==> src/verilog/prmc_pkg.sv <==
// Contract
// - Sleep entered only by protected CPU instruction; idle or deep sleep selected.
// - Idle halts only CPU execution; peripherals stay clocked.
// - Any interrupt ends idle; execution resumes after the halt instruction.
// - Deep sleep stops internal clock and watchdog; only RTC and reference run.
// - Pending external bus transactions finish before idle or deep sleep.
// - Refuse sleep if ready handshake enabled but not seen at last access.
// - Running low-power oscillator becomes RTC reference; main oscillator stops in deep sleep.
// - With only main oscillator, it keeps running in deep sleep for RTC.
// - Bit 5 of system config selects variant: 0 protected, 1 interruptible.
// - Protected deep sleep entered only when NMI pin is low.
// - Protected deep sleep left only by external reset pin.
// - Interruptible deep sleep entered only if enabled fast irq pins inactive.
// - Interruptible sleep left by reset, fast irq, RTC, CAN or I2C wake.
// - In reset, retained RAM is disabled and its interface frozen.
// - Stand-by keeps only retained RAM, RTC counters and low-power oscillator.
// - Retained RAM stays frozen after power-on until software sets enable.
// - RTC keeps counting in stand-by only with low-power oscillator reference.
package prmc_pkg;
  localparam logic [11:0] ADDR_CTRL = 12'h000;
  localparam logic [11:0] ADDR_SYSCFG = 12'h004;
  localparam logic [11:0] ADDR_MISC = 12'h008;
  localparam logic [11:0] ADDR_XPER = 12'h00C;
  localparam logic [11:0] ADDR_STATUS = 12'h010;
  localparam int SYSCFG_VARIANT_BIT = 5;
  localparam int MISC_REGOFF_BIT = 0;
  localparam int XPER_RAMEN_BIT = 0;
  localparam int CTRL_RTC_EN_BIT = 0;
  localparam int CTRL_LPO_DIS_BIT = 1;
  localparam int CTRL_RDY_EN_BIT = 2;
  localparam int CTRL_RDY_POL_BIT = 3;
  localparam logic [1:0] RESP_OKAY = 2'h0;
  localparam logic [1:0] RESP_SLVERR = 2'h2;
  localparam int CLK_MHZ = 100;
  localparam int WAKE_MIN_NS = 40;
  localparam int WAKE_CYC = (WAKE_MIN_NS * CLK_MHZ + 999) / 1000;
  localparam logic [2:0] WAKE_CYC3 = 3'(WAKE_CYC);
  localparam int RESTART_CYC = 4;
  localparam logic [2:0] RESTART_CYC3 = 3'(RESTART_CYC);
  typedef enum logic [2:0] {
    PRMC_RUN = 3'h0,
    PRMC_DRAIN = 3'h1,
    PRMC_IDLE = 3'h3,
    PRMC_DEEP = 3'h2,
    PRMC_RESTART = 3'h6
  } prmc_state_t;
endpackage

==> src/verilog/prmc_wake_if.sv <==
`timescale 1ns/10ps
`default_nettype none
interface prmc_wake_if;
  logic [7:0] pin;
  logic [7:0] enable;
  logic [7:0] active_high;
  wire logic [7:0] active;
  wire logic [7:0] held;
  modport filt (input pin, enable, active_high, output active, held);
  modport ctrl (output pin, enable, active_high, input active, held);
endinterface
`default_nettype wire

==> src/verilog/prmc_top.sv <==
`timescale 1ns/10ps
`default_nettype none
module prmc_top
  import prmc_pkg::*;
(
  input wire logic mclk_in,
  input wire logic sys_rst_in,
  input wire logic [11:0] s_axi_awaddr,
  input wire logic s_axi_awvalid,
  output logic s_axi_awready,
  input wire logic [31:0] s_axi_wdata,
  input wire logic [3:0] s_axi_wstrb,
  input wire logic s_axi_wvalid,
  output logic s_axi_wready,
  output logic [1:0] s_axi_bresp,
  output logic s_axi_bvalid,
  input wire logic s_axi_bready,
  input wire logic [11:0] s_axi_araddr,
  input wire logic s_axi_arvalid,
  output logic s_axi_arready,
  output logic [31:0] s_axi_rdata,
  output logic [1:0] s_axi_rresp,
  output logic s_axi_rvalid,
  input wire logic s_axi_rready,
  input wire logic idle_instr_in,
  input wire logic deep_sleep_instruction_in,
  input wire logic bus_busy_in,
  input wire logic bus_ready_seen_in,
  input wire logic irq_request_in,
  input wire logic nmi_pin_n_in,
  input wire logic reset_input_pin_n_in,
  input wire logic [7:0] fast_ext_irq_pin_in,
  input wire logic [7:0] fast_irq_enable_in,
  input wire logic [7:0] fast_irq_rising_in,
  input wire logic rtc_irq_in,
  input wire logic can_wake_in,
  input wire logic i2c_wake_in,
  input wire logic lpo_running_in,
  input wire logic main_supply_ok_in,
  output logic cpu_halt_out,
  output logic periph_clk_en_out,
  output logic watchdog_hold_out,
  output logic main_osc_en_out,
  output logic rtc_ref_lpo_out,
  output logic rtc_clk_en_out,
  output logic retained_ram_en_out,
  output logic ram_freeze_out,
  output logic wake_irq_out,
  output logic sleep_refused_out
);
  prmc_state_t state;
  prmc_state_t next_state;
  logic [31:0] ctrl;
  logic [31:0] system_config_register;
  logic [31:0] misc_extension_register;
  logic [31:0] extension_peripheral_config_register;
  logic lpo_adopted;
  logic pend_idle;
  logic pend_deep;
  logic deep_variant;
  logic refused_flag;
  logic [2:0] restart_cnt;
  logic aw_hold;
  logic w_hold;
  logic [11:0] aw_addr;
  logic [31:0] w_data;
  prmc_wake_if wk();

  assign wk.pin = fast_ext_irq_pin_in;
  assign wk.enable = fast_irq_enable_in;
  assign wk.active_high = fast_irq_rising_in;

  prmc_wake_filter u_filt (
    .mclk_in(mclk_in),
    .sys_rst_in(sys_rst_in),
    .w(wk.filt)
  );

  // Register write path
  wire do_write = aw_hold & w_hold & ~s_axi_bvalid;
  wire wr_ctrl = do_write & (aw_addr == ADDR_CTRL);
  wire wr_sys = do_write & (aw_addr == ADDR_SYSCFG);
  wire wr_misc = do_write & (aw_addr == ADDR_MISC);
  wire wr_xper = do_write & (aw_addr == ADDR_XPER);
  wire wr_ok = wr_ctrl | wr_sys | wr_misc | wr_xper;
  wire [31:0] wmask = {{8{s_axi_wstrb[3]}}, {8{s_axi_wstrb[2]}},
                       {8{s_axi_wstrb[1]}}, {8{s_axi_wstrb[0]}}};
  wire [31:0] status_word = {26'h0, refused_flag, lpo_adopted,
                             state, 1'b0} | 32'(main_osc_en_out) << 7;
  wire [31:0] rd_mux =
    (s_axi_araddr == ADDR_CTRL) ? ctrl :
    (s_axi_araddr == ADDR_SYSCFG) ? system_config_register :
    (s_axi_araddr == ADDR_MISC) ? misc_extension_register :
    (s_axi_araddr == ADDR_XPER) ? extension_peripheral_config_register :
    (s_axi_araddr == ADDR_STATUS) ? status_word : 32'h0;
  wire rd_ok = (s_axi_araddr == ADDR_CTRL) | (s_axi_araddr == ADDR_SYSCFG) |
    (s_axi_araddr == ADDR_MISC) | (s_axi_araddr == ADDR_XPER) |
    (s_axi_araddr == ADDR_STATUS);
  wire variant_irq = system_config_register[SYSCFG_VARIANT_BIT];

  // Sleep request checks
  wire any_enabled_active = |wk.active;
  wire rdy_fail = ctrl[CTRL_RDY_EN_BIT] & ~bus_ready_seen_in;
  wire deep_allowed = deep_variant ? ~any_enabled_active
                                  : ~nmi_pin_n_in;
  wire deep_wake = reset_input_pin_n_in == 1'b0 ? 1'b1 :
    deep_variant & ((|wk.held) | rtc_irq_in | can_wake_in |
    i2c_wake_in);
  wire in_deep = (state == PRMC_DEEP);
  wire rtc_on = ctrl[CTRL_RTC_EN_BIT];
  wire use_lpo = lpo_adopted & ~ctrl[CTRL_LPO_DIS_BIT];

  always_comb begin
    next_state = state;
    case (state)
      PRMC_RUN: begin
        if (idle_instr_in | deep_sleep_instruction_in) begin
          next_state = PRMC_DRAIN;
        end
      end
      PRMC_DRAIN: begin
        if (!bus_busy_in) begin
          if (rdy_fail) begin
            next_state = PRMC_RUN;
          end else if (pend_idle) begin
            next_state = PRMC_IDLE;
          end else if (pend_deep && deep_allowed) begin
            next_state = PRMC_DEEP;
          end else begin
            next_state = PRMC_RUN;
          end
        end
      end
      PRMC_IDLE: begin
        if (irq_request_in) begin
          next_state = PRMC_RUN;
        end
      end
      PRMC_DEEP: begin
        if (deep_wake) begin
          next_state = PRMC_RESTART;
        end
      end
      PRMC_RESTART: begin
        if (restart_cnt >= RESTART_CYC3) begin
          next_state = PRMC_RUN;
        end
      end
      default: next_state = PRMC_RUN;
    endcase
  end

  always_ff @(posedge mclk_in) begin
    if (sys_rst_in) begin
      state <= PRMC_RUN;
      pend_idle <= 1'b0;
      pend_deep <= 1'b0;
      deep_variant <= 1'b0;
      restart_cnt <= 3'h0;
      refused_flag <= 1'b0;
    end else begin
      state <= next_state;
      if (state == PRMC_RUN) begin
        pend_idle <= idle_instr_in;
        pend_deep <= deep_sleep_instruction_in & ~idle_instr_in;
        deep_variant <= variant_irq;
      end
      restart_cnt <= (state == PRMC_RESTART) ? restart_cnt + 3'h1 : 3'h0;
      if (state == PRMC_DRAIN && next_state == PRMC_RUN) begin
        refused_flag <= 1'b1;
      end else if (next_state == PRMC_IDLE || next_state == PRMC_DEEP) begin
        refused_flag <= 1'b0;
      end
    end
  end

  // Low-power oscillator adoption, kept until software disables it
  always_ff @(posedge mclk_in) begin
    if (sys_rst_in) begin
      lpo_adopted <= 1'b0;
    end else if (ctrl[CTRL_LPO_DIS_BIT]) begin
      lpo_adopted <= 1'b0;
    end else if (lpo_running_in) begin
      lpo_adopted <= 1'b1;
    end
  end

  // Registers; retained RAM enable cleared by sys_rst_in only, not by the reset pin
  always_ff @(posedge mclk_in) begin
    if (sys_rst_in) begin
      ctrl <= 32'h0;
      system_config_register <= 32'h0;
      misc_extension_register <= 32'h0;
      extension_peripheral_config_register <= 32'h0;
    end else begin
      if (wr_ctrl) begin
        ctrl <= (ctrl & ~wmask) | (w_data & wmask);
      end
      if (wr_sys) begin
        system_config_register <= (system_config_register & ~wmask) |
          (w_data & wmask);
      end
      if (wr_misc) begin
        misc_extension_register <= (misc_extension_register & ~wmask) |
          (w_data & wmask);
      end
      if (wr_xper) begin
        extension_peripheral_config_register <=
          (extension_peripheral_config_register & ~wmask) |
          (w_data & wmask);
      end
    end
  end

  // AXI4-Lite slave: one write and one read at a time
  always_ff @(posedge mclk_in) begin
    if (sys_rst_in) begin
      aw_hold <= 1'b0;
      w_hold <= 1'b0;
      aw_addr <= 12'h0;
      w_data <= 32'h0;
      s_axi_awready <= 1'b0;
      s_axi_wready <= 1'b0;
      s_axi_bvalid <= 1'b0;
      s_axi_bresp <= RESP_OKAY;
      s_axi_arready <= 1'b0;
      s_axi_rvalid <= 1'b0;
      s_axi_rdata <= 32'h0;
      s_axi_rresp <= RESP_OKAY;
    end else begin
      s_axi_awready <= ~aw_hold & ~s_axi_awready & s_axi_awvalid;
      s_axi_wready <= ~w_hold & ~s_axi_wready & s_axi_wvalid;
      if (s_axi_awvalid && s_axi_awready) begin
        aw_hold <= 1'b1;
        aw_addr <= s_axi_awaddr;
      end
      if (s_axi_wvalid && s_axi_wready) begin
        w_hold <= 1'b1;
        w_data <= s_axi_wdata;
      end
      if (do_write) begin
        s_axi_bvalid <= 1'b1;
        s_axi_bresp <= wr_ok ? RESP_OKAY : RESP_SLVERR;
      end else if (s_axi_bvalid && s_axi_bready) begin
        s_axi_bvalid <= 1'b0;
        aw_hold <= 1'b0;
        w_hold <= 1'b0;
      end
      s_axi_arready <= ~s_axi_arready & ~s_axi_rvalid & s_axi_arvalid;
      if (s_axi_arvalid && s_axi_arready) begin
        s_axi_rvalid <= 1'b1;
        s_axi_rdata <= rd_mux;
        s_axi_rresp <= rd_ok ? RESP_OKAY : RESP_SLVERR;
      end else if (s_axi_rvalid && s_axi_rready) begin
        s_axi_rvalid <= 1'b0;
      end
    end
  end

  // Clock and power outputs
  always_ff @(posedge mclk_in) begin
    if (sys_rst_in) begin
      cpu_halt_out <= 1'b0;
      periph_clk_en_out <= 1'b1;
      watchdog_hold_out <= 1'b0;
      main_osc_en_out <= 1'b1;
      rtc_ref_lpo_out <= 1'b0;
      rtc_clk_en_out <= 1'b0;
      retained_ram_en_out <= 1'b0;
      ram_freeze_out <= 1'b1;
      wake_irq_out <= 1'b0;
      sleep_refused_out <= 1'b0;
    end else begin
      cpu_halt_out <= (next_state != PRMC_RUN) &
                      (next_state != PRMC_DRAIN);
      periph_clk_en_out <= (next_state != PRMC_DEEP) &
                           (next_state != PRMC_RESTART);
      watchdog_hold_out <= (next_state == PRMC_DEEP) |
                           (next_state == PRMC_RESTART);
      main_osc_en_out <= main_supply_ok_in &
        ~((next_state == PRMC_DEEP) & use_lpo);
      rtc_ref_lpo_out <= use_lpo;
      rtc_clk_en_out <= rtc_on & (use_lpo | main_supply_ok_in);
      retained_ram_en_out <= main_supply_ok_in &
        extension_peripheral_config_register[XPER_RAMEN_BIT];
      ram_freeze_out <= ~main_supply_ok_in |
        ~extension_peripheral_config_register[XPER_RAMEN_BIT];
      wake_irq_out <= (state == PRMC_RESTART) &
                      (next_state == PRMC_RUN);
      sleep_refused_out <= refused_flag;
    end
  end
endmodule
`default_nettype wire

==> src/verilog/prmc_wake_filter.sv <==
`timescale 1ns/10ps
`default_nettype none
module prmc_wake_filter
  import prmc_pkg::*;
(
  input wire logic mclk_in,
  input wire logic sys_rst_in,
  prmc_wake_if.filt w
);
  genvar i;
  generate
    for (i = 0; i < 8; i++) begin : g_ch
      logic [2:0] cnt;
      wire lvl = w.enable[i] & (w.pin[i] ~^ w.active_high[i]);
      assign w.active[i] = lvl;
      assign w.held[i] = (cnt >= WAKE_CYC3);
      // Pulses shorter than the minimum width are ignored
      always_ff @(posedge mclk_in) begin
        if (sys_rst_in || !lvl) begin
          cnt <= 3'h0;
        end else if (cnt < WAKE_CYC3) begin
          cnt <= cnt + 3'h1;
        end
      end
    end
  endgenerate
endmodule
`default_nettype wire

==> config.mk <==
export PLATFORM = sky130hd
export DESIGN_NAME = prmc_top
export DESIGN_NICKNAME = d
export VERILOG_FILES = /design/src/verilog/prmc_pkg.sv /design/src/verilog/prmc_wake_if.sv /design/src/verilog/prmc_top.sv /design/src/verilog/prmc_wake_filter.sv
export SDC_FILE = /design/constraint.sdc
export NUM_CORES = 1
export LEC_CHECK = 0
export BUFFER_PORTS_ARGS = -buffer_cell sky130_fd_sc_hd__buf_4
export CAP_MARGIN = 20
export CORE_MARGIN = 5
export CORE_UTILIZATION = 29
export DETAILED_ROUTE_END_ITERATION = 12
export GPL_TIMING_DRIVEN = 0
export PLACE_DENSITY_LB_ADDON = 0.3
export SYNTH_ARGS = -nofsm -noshare
export SYNTH_HDL_FRONTEND = slang
export SYNTH_SLANG_ARGS = --single-unit
==> constraint.sdc <==
create_clock -name mclk_in -period 1.9 [get_ports mclk_in]
set_input_delay 0.38 -clock mclk_in [delete_from_list [all_inputs] [get_ports mclk_in]]
set_output_delay 0.38 -clock mclk_in [all_outputs]
set_load 0.1 [all_outputs]
Word-level counts from Yosys, hierarchy flattened
Index checks and enable logic that the tools add are counted.
{ "classes": {"add_sub_neg": 9, "order_cmp": 17, "eq_ne": 17, "n_mux": 30, "n_bitwise": 80, "reduce_logical": 36} }
{ "ops": {"columns": ["cell", "count"], "rows": [
  ["$and A32 B32 Y32", 5],
  ["$mux W32", 4],
  ["$or A32 B32 Y32", 4],
  ["$eq A12 B4 Y1 const B", 4],
  ["$not A32 Y32", 1],
  ["$and A1 B1 Y1", 31],
  ["$add A3 B1 Y3 const B", 9],
  ["$ge A3 B3 Y1 const B", 9],
  ["$eq A12 B3 Y1 const B", 2],
  ["$logic_not A12 Y1", 2],
  ["$lt A3 B3 Y1 const B", 8],
  ["$not A1 Y1", 16],
  ["$reduce_or A8 Y1", 2],
  ["$mux W3", 5],
  ["$pmux W3 S5", 1],
  ["$mux W1", 14],
  ["$or A1 B1 Y1", 14],
  ["$eq A12 B5 Y1 const B", 1],
  ["$eq A3 B2 Y1 const B", 4],
  ["$mux W2", 5],
  ["$logic_or A1 B1 Y1", 9],
  ["$logic_not A1 Y1", 8],
  ["$mux W8", 1],
  ["$or A6 B8 Y8", 1],
  ["11 further kinds", 29]
]} }
{ "totals": {"reg_bits": 260, "inputBits": 103, "out_inout_bits": 51, "word_cells": 230} }

Depth between registers and ports, before layout
Gate-level depths: netlist (run 1).
{ "depth": {"depth_word": 15, "depth_mapped": 8, "mapped_depth_nobuf": 5} }

Cells and area by module
Synthesis (run 1) repeated with hierarchy kept, for this count alone.
{ "unflattened": {"cells_unflattened": 1330, "hier_area_um2": 10618.9} }
{ "modules_own_cells": {"columns": ["module", "instances", "cells_per_inst", "area_per_inst_um2", "seq_area_each_um2"], "rows": [
  ["prmc_top", 1, 1186, 9257.6, 4684.5],
  ["prmc_wake_filter", 1, 144, 1361.3, 480.5]
]} }

Worst setup path before layout (run 1)
No wires, ideal clock.
{ "synth_path": {"path_kind": "register -> register", "startpoint": "reg s_axi_bvalid", "endpoint": "reg with a tool-made name", "setup_ns": 0.128, "arrival_ns": 2.010, "required_ns": 1.772, "setup_slack_ns": -0.237, "stages_incl_launch_ff": 8, "path_buffers": 2, "synth_period_minus_slack_ns": 2.137, "path_cell_list": "dfxtp_1 nand3b_1 nor4_1 buf_4 buf_12 nand3_4 mux2i_1 nor2_1"} }
{ "synth_lines": {"columns": ["element", "line_no", "rtl"], "rows": [
  ["start, declared", "prmc_top.sv:16", "output logic s_axi_bvalid,"],
  ["start signal, assigned", "prmc_top.sv:224", "s_axi_bvalid <= 1'b0;"],
  ["start signal, assigned", "prmc_top.sv:242", "s_axi_bvalid <= 1'b1;"],
  ["start signal, assigned", "prmc_top.sv:245", "s_axi_bvalid <= 1'b0;"]
]} }

==> results by group, run 1 <==
Outcome
  – Status: finished, violations left
  – Failing checks: setup timing

Power
  – Total power: 12.4 mW
  – Power Density: 911 nW/um^2
  – Peak supply drop: 0.657 mV
  – Leakage Power: 6.00 nW

Synth
  – Largest area contributor in the netlist: dfxtp_1
  – Post-synth EDFFs: 0
  – Main flop type after synthesis: dfxtp_1
  – Ys Warns: 0
  – Synthesized flop and latch total: 258
  – Post-synth ARST share: 0
  – Synth area leaders: dfxtp_1, mux2i_1, nor2_1
  – Syn_area_per_cell: 9.46 um^2
  – Mapped Area: 10600 um^2
  – Top-area cell type share of the netlist area: 0.486
  – Post-synth top cells: dfxtp_1, nor2_1, mux2i_1, nand2_1, a21oi_1
  – Post-synthesis sequential area ratio: 0.486
  – Netlist cell types: 51
  – Post-synthesis cell count: 1124
  – Count leader, synth: dfxtp_1

Min path
  – Min-Delay Path Class: in2reg

GRT
  – First-pass GRT wire length: 50300 um
  – GRT Total Usage: 0.153
  – Gr ovfl total: 0
  – Antenna violations before repair: 1
  – Largest net degree at the start of global routing: 14
  – Vias in the first global route: 8856

Floorplanning
  – DIE HEIGHT: 201 um
  – Boundary Pins: 154
  – Starting Density: 0.292
  – Row Count: 70
  – Die width: 201 um
  – Core ar.: 36400 um^2
  – Die Area: 40600 um^2

STA
  – Final hold vios: 0
  – Unrepaired setup endpoints after global routing: true
  – Final setup vio count: 128
  – Fin crit period: 2.24 ns
  – Worst slew pin tran: 0.856 ns
  – Slew Limit Fails: 0
  – Max Fclk: 447 MHz
  – PnR worst setup slack: -0.339 ns
  – Slew HR: 0.429
  – Clk_skew: 0.0102 ns
  – Fin Setup TNS: -31.64 ns
  – Fin crit share: 1.18

Job
  – Total of max-cap violations: 0

Clock tree
  – Worst-Skew Late Latency: 0.54 ns
  – CTS tree: done
  – H-tree Lvls: 1
  – Clock Path Buffers: 3
  – CTS buffer count: 29
  – CTS hold repair buffers: 0
  – CTS sink count: 258
  – CTS clk-pin slew, worst paths: 0.06 ns
  – Clk root buf: clkbuf_16

Routing
  – Metal3 WL: 1590 um
  – Highest routed layer: met5
  – Vias per inst: 4.76
  – Final wirelength: 32300 um
  – Via Count: 8600
  – DRT met1 WL: 14600 um
  – DRT iter0 DRCs: 459
  – Avg WL per Cell: 17.9 um
  – Wire length on met2: 15100 um
  – DRC: 0
  – Routed Antenna Nets: 0
  – Drt first pass iters: 5

Critical path
  – WP data required: 2.31 ns
  – Critical Path, Cell by Cell: or4_4, nor4_4, buf_4, buf_8, buf_6, nand4_4, mux2i_1, nor2_1
  – CP max stage cell: or4_4
  – Max incr delay on CP: 0.54 ns
  – Critical path type: reg2reg
  – CP Capture Type: flop
  – Arrival time at the worst endpoint: 2.64 ns
  – CP max FO: 8
  – Startpoint Class: flop

Cells and area
  – ANT cells: 0
  – Layout area overhead: 27.8%
  – Fillers: 3717
  – Design area: 13600 um^2
  – Final net count: 1428
  – Layout cells sized above 1: 0.215

Placement
  – Routability Congestion: 0.815
  – Post-DP HPWL: 23100 um
  – Placed inst area: 12300 um^2
  – # port buffers: 149
## cells in the final DEF (no fill, tap or decap), drive strengths merged, types with 13 or more instances in the layout
cell type / count
nand2: 111
o2bb2ai: 26
o211ai: 23
a211oi: 27
nor2b: 17
nand3: 13
a21oi: 101
clkbuf: 93
nor2: 204
dfxtp: 258
buf: 185
mux2i: 145
o21ai: 14
## worst paths after layout
path                            slack, ns       startpoint              to  cells after the start
worst max register to register      -0.34       aw_addr[7]            flop                      8
worst max-delay path                -0.34       aw_addr[7]            flop                      8
worst min-delay path                 0.09  s_axi_wdata[22]      w_data[22]                      3
worst min register to register       0.42   restart_cnt[0]  restart_cnt[0]                      1
## critical path: cells and delay by family, from the launching register on
kind | cells | cell delay, ns
flip-flops | 1 | 0.31
buffers and inverters | 3 | 0.43
AND/OR/NAND/NOR | 4 | 1.09
multiplexers | 1 | 0.26
## cells by family (layout without fill, tap and decap cells)
kind of cell	Yosys count	after routing	synth area share
and+or+nand+nor	401	401	0.182
DFF	258	258	0.486
AOI/OAI and AO/OA	216	216	0.138
muxes	145	145	0.137
buffers and inverters	77	289	0.0325
xor gates and xnor gates	17	17	0.0140
adders and majority gates	9	9	0.0106
other	1	2	0.000353
## layer usage
layer  global-route usage  vias up
met5                    0        -
met4               0.0493        2
met3               0.0284       54
met2                0.256      207
met1                0.201     4043
li1                     -     4294
## what timing repair did
item                                    CTS  global route
endpoints found under the setup margin  162           153
pin swaps                                 5             6
resized for setup                        18            22
cloned                                    2             2
buffers inserted                          9             1
## power breakdown
part           internal (mW)  total [mW]  switching [mW]
sequential              5.50        5.58          0.0827
combinational          0.352        1.08           0.728
clock                   3.51        5.71            2.20
total                   9.36        12.4            3.01
## stage by stage
stage,utilization,std cells,hold slack [ns],setup slack (ns)
floorplan,-,1125,0.390,-0.138
global placement,0.339,1742,0.410,-1.05
detailed placement,0.339,1742,0.424,-1.05
CTS,0.370,1803,0.0662,-0.345
global route,0.373,1805,0.0834,-0.442
finish,0.373,1805,0.0855,-0.339
## area by class of cell
| type | instances | area [um^2] | share of cell area |
|---|---|---|---|
| Multi-Input combinational cell | 790 | 5180 | 0.382 |
| Sequential cell | 258 | 5170 | 0.380 |
| Timing Repair Buffer | 163 | 1290 | 0.0950 |
| Clock buffer | 44 | 862 | 0.0635 |
| Tap cell | 468 | 586 | 0.0431 |
| Buffer | 71 | 365 | 0.0269 |
| Clock inverter | 8 | 120 | 0.00884 |
| Inverter | 3 | 11.3 | 0.000829 |
No activity file was read; power rests on OpenSTA's default activity.
==> run 2: changes to the inputs <==
--- a/config.mk
+++ b/config.mk
@@ -5,6 +5,7 @@
 export SDC_FILE = /design/constraint.sdc
 export NUM_CORES = 1
 export LEC_CHECK = 0
+export ABC_AREA = 1
 export BUFFER_PORTS_ARGS = -buffer_cell sky130_fd_sc_hd__buf_4
 export CAP_MARGIN = 20
 export CORE_MARGIN = 5
==> run 2 against run 1 <==
  * The run now ends clean
  * Synthesized cell count rose by 27%
  * First-iteration DRC count up 41%
  * Die area fell by 1.9%
  * Maximum frequency up 23%
  * Worst setup slack improved by 0.42 ns
  * Largest power group unchanged
  * Clock power increased by 4.6%
  * Critical path type unchanged
==> results by group, run 2 <==
Cells and area
  – Layout cells sized above 1: 0.178 (-0.0376)
  – Commonest non-fill, non-tap cell in the layout: nand2_1
  – Most frequent cells in the layout: nand2_1, dfxtp_1, a21oi_1
  – Fillers: 3692 (-0.67%)
  – Layout area overhead: 29.5%
  – Final net count: 1749 (+22%)
  – Non-Filler Instances: 2121 (+18%)

STA
  – Worst slew pin tran: 0.735 ns (-0.121 ns)
  – Fin crit period: 1.82 ns (-0.415 ns)
  – Final setup vio count: 0 (-100%)
  – Hold Worst Slack: 0.0657 ns (-0.0198 ns)
  – Fin crit share: 0.960 (-0.219)
  – Max Fclk: 548 MHz (+23%)
  – PnR worst setup slack: 0.0763 ns (+0.415 ns)
  – Slew Limit Fails: 0 (unchanged)
  – Clk_skew: 0.0241 ns (+0.0139 ns)
  – Fin Setup TNS: 0 ns (+31.64 ns)
  – Final hold vios: 0 (unchanged)
  – Unrepaired setup endpoints after global routing: true
  – Slew HR: 0.510 (+0.0805)

Clock tree
  – Clock Path Buffers: 3 (unchanged)
  – Worst-Skew Late Latency: 0.56 ns (+0.02 ns)
  – H-tree Lvls: 1 (unchanged)
  – CTS clk-pin slew, worst paths: 0.06 ns (about the same)
  – CTS buffer count: 29 (unchanged)
  – CTS tree: done
  – CTS sink count: 258 (unchanged)
  – Clk root buf: clkbuf_16

Min path
  – Min-Delay Path Class: in2reg

GRT
  – Largest net degree at the start of global routing: 15 (+1)
  – Vias in the first global route: 9161 (+3.4%)
  – First-pass GRT wire length: 49700 um (-1.0%)
  – GRT Total Usage: 0.157 (+0.00353)
  – Gr ovfl total: 0 (unchanged)
  – Antenna violations before repair: 1 (unchanged)

Critical path
  – CP Capture Type: flop
  – CP max FO: 5 (-3)
  – Startpoint Class: flop
  – Arrival time at the worst endpoint: 2.28 ns (-0.36 ns)
  – Critical path type: reg2reg
  – WP data required: 2.36 ns (+0.05 ns)

Synth
  – Top-area cell type share of the netlist area: 0.496 (+0.00981)
  – Synth area leaders: dfxtp_1, nand2_1, a21oi_1
  – Post-synthesis cell count: 1429 (+27%)
  – Count leader, synth: nand2_1
  – Post-synth top cells: nand2_1, dfxtp_1, a21oi_1, nor2_1, inv_1
  – Post-synthesis sequential area ratio: 0.496 (+0.00981)
  – Largest area contributor in the netlist: dfxtp_1
  – Ys Warns: 0 (unchanged)
  – Synthesized flop and latch total: 258 (unchanged)
  – Netlist cell types: 34 (-33%)
  – Post-synth ARST share: 0 (unchanged)
  – Post-synth EDFFs: 0 (unchanged)
  – Main flop type after synthesis: dfxtp_1
  – Syn_area_per_cell: 7.29 um^2 (-23%)
  – Mapped Area: 10400 um^2 (-2.0%)

Routing
  – Via Count: 9774 (+14%)
  – DRT iter0 DRCs: 648 (+41%)
  – DRC: 0 (unchanged)
  – Drt first pass iters: 6 (+1)
  – Final wirelength: 32500 um (+0.76%)
  – Routed Antenna Nets: 0 (unchanged)
  – Vias per inst: 4.61 (-3.3%)
  – Avg WL per Cell: 15.3 um (-14%)

Placement
  – Setup WS pre-CTS: -0.469 ns (+0.580 ns)
  – Inst Count DP: 2041 (+17%)
  – Routability Congestion: 0.812 (-0.48%)
  – Post-DP HPWL: 24000 um (+3.7%)
  – # port buffers: 150 (+0.67%)

Power
  – Peak supply drop: 0.611 mV (-7.0%)
  – Leakage Power: 5.20 nW (-13%)
  – Power Density: 917 nW/um^2 (+0.62%)

Floorplanning
  – Core ar.: 35500 um^2 (-2.6%)
  – Die Area: 39800 um^2 (-1.9%)
  – Row Count: 69 (-1.4%)
  – DIE HEIGHT: 200 um (-0.95%)
  – Die width: 200 um (-0.95%)
  – Boundary Pins: 154 (unchanged)
  – Starting Density: 0.294 (+0.00190)

Job
  – Total of max-cap violations: 0 (unchanged)

Outcome
  – Status: completed
run 2: cell count changes in the layout (fill, tap and decap cells not counted), moves of 20 or more:
cell	delta
a211oi_2	-20
a21oi_1	+81
inv_1	+98
mux2i_1	-144
nand2_1	+353
nand4_1	+39
nor2_1	-66
o211ai_1	-22
o21ai_0	+69
o2bb2ai_1	-26
run 2: worst paths after layout:
| kind | from | end | slack (ns) | cells after the start |
|---|---|---|---|---|
| worst max register to register | aw_addr[0] | flop | 0.08 | 7 |
| worst max-delay path | aw_addr[0] | flop | 0.08 | 7 |
| worst min-delay path | s_axi_arvalid | s_axi_arready | 0.07 | 3 |
| worst min register to register | s_axi_arready | s_axi_arready | 0.42 | 1 |
run 2: critical path, stage by stage, from the launching register on:
cell and delay, ns:
dfxtp_1 0.31, or2_4 0.27, nor4_2 0.33, nand3_4 0.24, nor2_4 0.24, buf_4 0.15
nand2_1 0.04, a21oi_1 0.15
run 2: what timing repair did:
item,in CTS,in global routing
endpoints found under the hold margin,0,0
endpoints found under the setup margin,65,113
pin swaps,6,11
hold buffers,0,0
setup buffers,12,15
gates resized for setup,4,6
run 2: per-layer routing:
metal  GRT usage  part of all wire
met1       0.205              0.44
met2       0.268              0.48
met3      0.0244             0.056
met4      0.0473             0.030
met5           0                 0
run 2: stage by stage:
step	power, mW	util	area [um^2]
global placement	6.50	0.342	12100
floorplan	6.15	-	10400
CTS	12.5	0.375	13300
finish	12.4	0.380	13500
detailed placement	6.51	0.342	12100
global route	12.8	0.380	13500
run 2: power breakdown:
group	leakage, nW	internal (mW)	switching [mW]
Sequential	2.09	5.50	0.0900
Combinational	2.61	0.292	0.517
Clock	0.510	3.70	2.27
Total	5.20	9.49	2.88
run 2: area by class of cell:
| class | count | area (um^2) | share of cell area |
|---|---|---|---|
| diodes | 1 | 2.50 | 0.000185 |
| multi-input cells | 998 | 4570 | 0.339 |
| inverters | 117 | 443 | 0.0328 |
| clock buffers | 37 | 816 | 0.0605 |
| plain buffers | 56 | 255 | 0.0189 |
| flip-flops and latches | 258 | 5170 | 0.383 |
| well taps | 461 | 577 | 0.0428 |
| repair buffers | 177 | 1440 | 0.107 |
| clock inverters | 16 | 214 | 0.0159 |
run 2: kinds of logic after synthesis:
group | after synthesis | synth area share
and+or+nand+nor | 707 | 0.288
adders and majority gates | 9 | 0.0108
DFF | 258 | 0.496
buffers and inverters | 174 | 0.0663
xor gates and xnor gates | 9 | 0.00757
other | 1 | 0.000360
AOI/OAI and AO/OA | 271 | 0.131
==> run 3: changes to the inputs <==
--- a/config.mk
+++ b/config.mk
@@ -13,6 +13,7 @@
 export DETAILED_ROUTE_END_ITERATION = 12
 export GPL_TIMING_DRIVEN = 0
 export PLACE_DENSITY_LB_ADDON = 0.3
+export SKIP_LAST_GASP = 1
 export SYNTH_ARGS = -nofsm -noshare
 export SYNTH_HDL_FRONTEND = slang
 export SYNTH_SLANG_ARGS = --single-unit
==> constraint.sdc (replaced) <==
create_clock -name mclk_in -period 1.9 [get_ports mclk_in]
set_input_delay 0.095 -clock mclk_in [delete_from_list [all_inputs] [get_ports mclk_in]]
set_output_delay 0.095 -clock mclk_in [all_outputs]
set_load 0.1 [all_outputs]
==> run 3 against run 2 <==
  * Sequential power about the same
  * Core utilization up 2.1 points
  * Cell area up 5.6%
  * Largest cell class unchanged
==> results by group, run 3 (synthesis gave the netlist of run 2 again) <==
Outcome
  – Status: completed

Critical path
  – Critical Path, Cell by Cell: or2_4, nor4_2, nand3_4, nor2_4, buf_4, nand2_1, a21oi_1
  – Reg2reg setup slack: 0.08 ns (about the same)
  – CP max stage cell: nor4_2
  – Worst setup startpoint: aw_addr[0]
  – CP Capture Type: flop
  – Delay-heaviest family, CP: simple AND/OR/NAND/NOR gates
  – CP max FO: 5 (unchanged)
  – WP buf/inv: 1 (unchanged)
  – WP data required: 2.36 ns (about the same)
  – Arrival time at the worst endpoint: 2.28 ns (about the same)
  – WP depth: 7 (unchanged)
  – Max incr delay on CP: 0.33 ns (about the same)
  – Critical path type: reg2reg
  – R2R depth: 7 (unchanged)
  – Startpoint Class: flop
  – RR Startpoint: aw_addr[0]

Routing
  – Vias per inst: 4.60 (-0.15%)
  – DRT iter0 DRCs: 675 (+4.2%)
  – Via Count: 10104 (+3.4%)
  – Drt first pass iters: 6 (unchanged)
  – Routed Antenna Nets: 0 (unchanged)
  – Final wirelength: 33000 um (+1.5%)
  – Avg WL per Cell: 15.0 um (-2.0%)
  – DRC: 0 (unchanged)

STA
  – Clk_skew: 0.0280 ns (+0.00385 ns)
  – Worst slew pin tran: 0.854 ns (+0.118 ns)
  – Slew Limit Fails: 0 (unchanged)
  – Hold Worst Slack: 0.0193 ns (-0.0464 ns)
  – Slew HR: 0.431 (-0.0790)
  – Max Fclk: 548 MHz (about the same)
  – Fin crit share: 0.960 (about the same)
  – Final setup vio count: 0 (unchanged)
  – Final hold vios: 0 (unchanged)
  – PnR worst setup slack: 0.0762 ns (-0.0000196 ns)
  – Unrepaired setup endpoints after global routing: true
  – Fin crit period: 1.82 ns (+0.0000196 ns)
  – Fin Setup TNS: 0 ns (unchanged)

Placement
  – # port buffers: 150 (unchanged)
  – Inst Count DP: 2041 (unchanged)
  – Routability Congestion: 0.812 (unchanged)
  – Post-DP HPWL: 24000 um (unchanged)
  – Setup WS pre-CTS: -0.184 ns (+0.285 ns)

Min path
  – Min-Delay Path Class: in2reg
  – Hold Crit Depth: 4 (+1)
  – Worst hold start: s_axi_wstrb[3]

GRT
  – Gr ovfl total: 0 (unchanged)
  – GRT Total Usage: 0.159 (+0.00184)
  – Antenna violations before repair: 0 (-1)
  – First-pass GRT wire length: 50600 um (+1.8%)
  – Largest net degree at the start of global routing: 15 (unchanged)
  – Vias in the first global route: 9431 (+2.9%)

Cells and area
  – Most frequent cells in the layout: nand2_1, dfxtp_1, a21oi_1
  – ANT cells: 0 (-1)
  – Layout area overhead: 36.8%
  – Commonest non-fill, non-tap cell in the layout: nand2_1
  – Non-Filler Instances: 2196 (+3.5%)
  – Final net count: 1825 (+4.3%)
  – Layout cells sized above 1: 0.172 (-0.00606)
  – Fillers: 3643 (-1.3%)

Floorplanning
  – Die Area: 39800 um^2 (unchanged)
  – Core ar.: 35500 um^2 (unchanged)
  – Starting Density: 0.294 (unchanged)
  – Row Count: 69 (unchanged)
  – Die width: 200 um (unchanged)
  – Boundary Pins: 154 (unchanged)
  – DIE HEIGHT: 200 um (unchanged)

Power
  – Power Density: 878 nW/um^2 (-4.3%)
  – Leakage Power: 5.50 nW (+5.7%)
  – Peak supply drop: 0.616 mV (+0.80%)
  – Total power: 12.5 mW (+1.1%)

Clock tree
  – CTS buffer count: 29 (unchanged)
  – Clk root buf: clkbuf_16
  – CTS tree: done
  – Worst-Skew Late Latency: 0.56 ns (about the same)
  – CTS clk-pin slew, worst paths: 0.06 ns (about the same)
  – Clock Path Buffers: 3 (unchanged)
  – CTS sink count: 258 (unchanged)
  – H-tree Lvls: 1 (unchanged)

Job
  – Total of max-cap violations: 0 (unchanged)
==> run 3: worst max path at each step <==
stage | to | slack (ns)
after floorplan | w_data[10] | 0.02
after global placement | flop | -0.21
after detailed placement | flop | -0.18
after CTS | flop | -0.02
after global routing | flop | -0.02
final | flop | 0.08
==> run 3: layout make-up <==
type | count | area, um^2 | share of cell area
Clock buffer | 37 | 816 | 0.0573
Multi-Input combinational cell | 998 | 4580 | 0.321
Timing Repair Buffer | 252 | 2190 | 0.154
Inverter | 117 | 443 | 0.0311
Buffer | 57 | 259 | 0.0182
Clock inverter | 16 | 214 | 0.0150
Tap cell | 461 | 577 | 0.0405
Sequential cell | 258 | 5170 | 0.363
==> run 3: metal layers <==
metal  up-vias  part of all wire  GRT usage
li1       5158                 -          -
met1      4608              0.44      0.206
met2       277              0.47      0.274
met3        61             0.054     0.0244
met4         0             0.030     0.0470
met5         -                 0          0
==> run 3: power by group <==
| group | internal (mW) | switching, mW |
|---|---|---|
| logic | 0.393 | 0.545 |
| clock network | 3.70 | 2.28 |
| registers | 5.50 | 0.0895 |
==> run 3: worst min-delay path: cells and delay by family <==
| family | cells | cell delay, ns |
|---|---|---|
| AOI/OAI and AO/OA | 2 | 0.21 |
| buffers and inverters | 1 | 0.11 |
| and+or+nand+nor | 1 | 0.11 |
==> run 3: metrics by stage <==
| stage | instance area (um^2) | util |
|---|---|---|
| 6_report | 14200 | 0.401 |
| 5_1_grt | 14200 | 0.401 |
| 4_1_cts | 14100 | 0.396 |
| 3_5_place_dp | 12100 | 0.342 |
| 3_3_place_gp | 12100 | 0.342 |
| 2_1_floorplan | 10400 | - |
==> run 3: repair_timing <==
item / in CTS / in global routing
resized for setup: 2 / 11
endpoints found under the hold margin: 95 / 0
hold buffers: 75 / 0
pin swaps: 6 / 11
setup buffers: 12 / 15
endpoints found under the setup margin: 65 / 105
cloned: 0 / 0
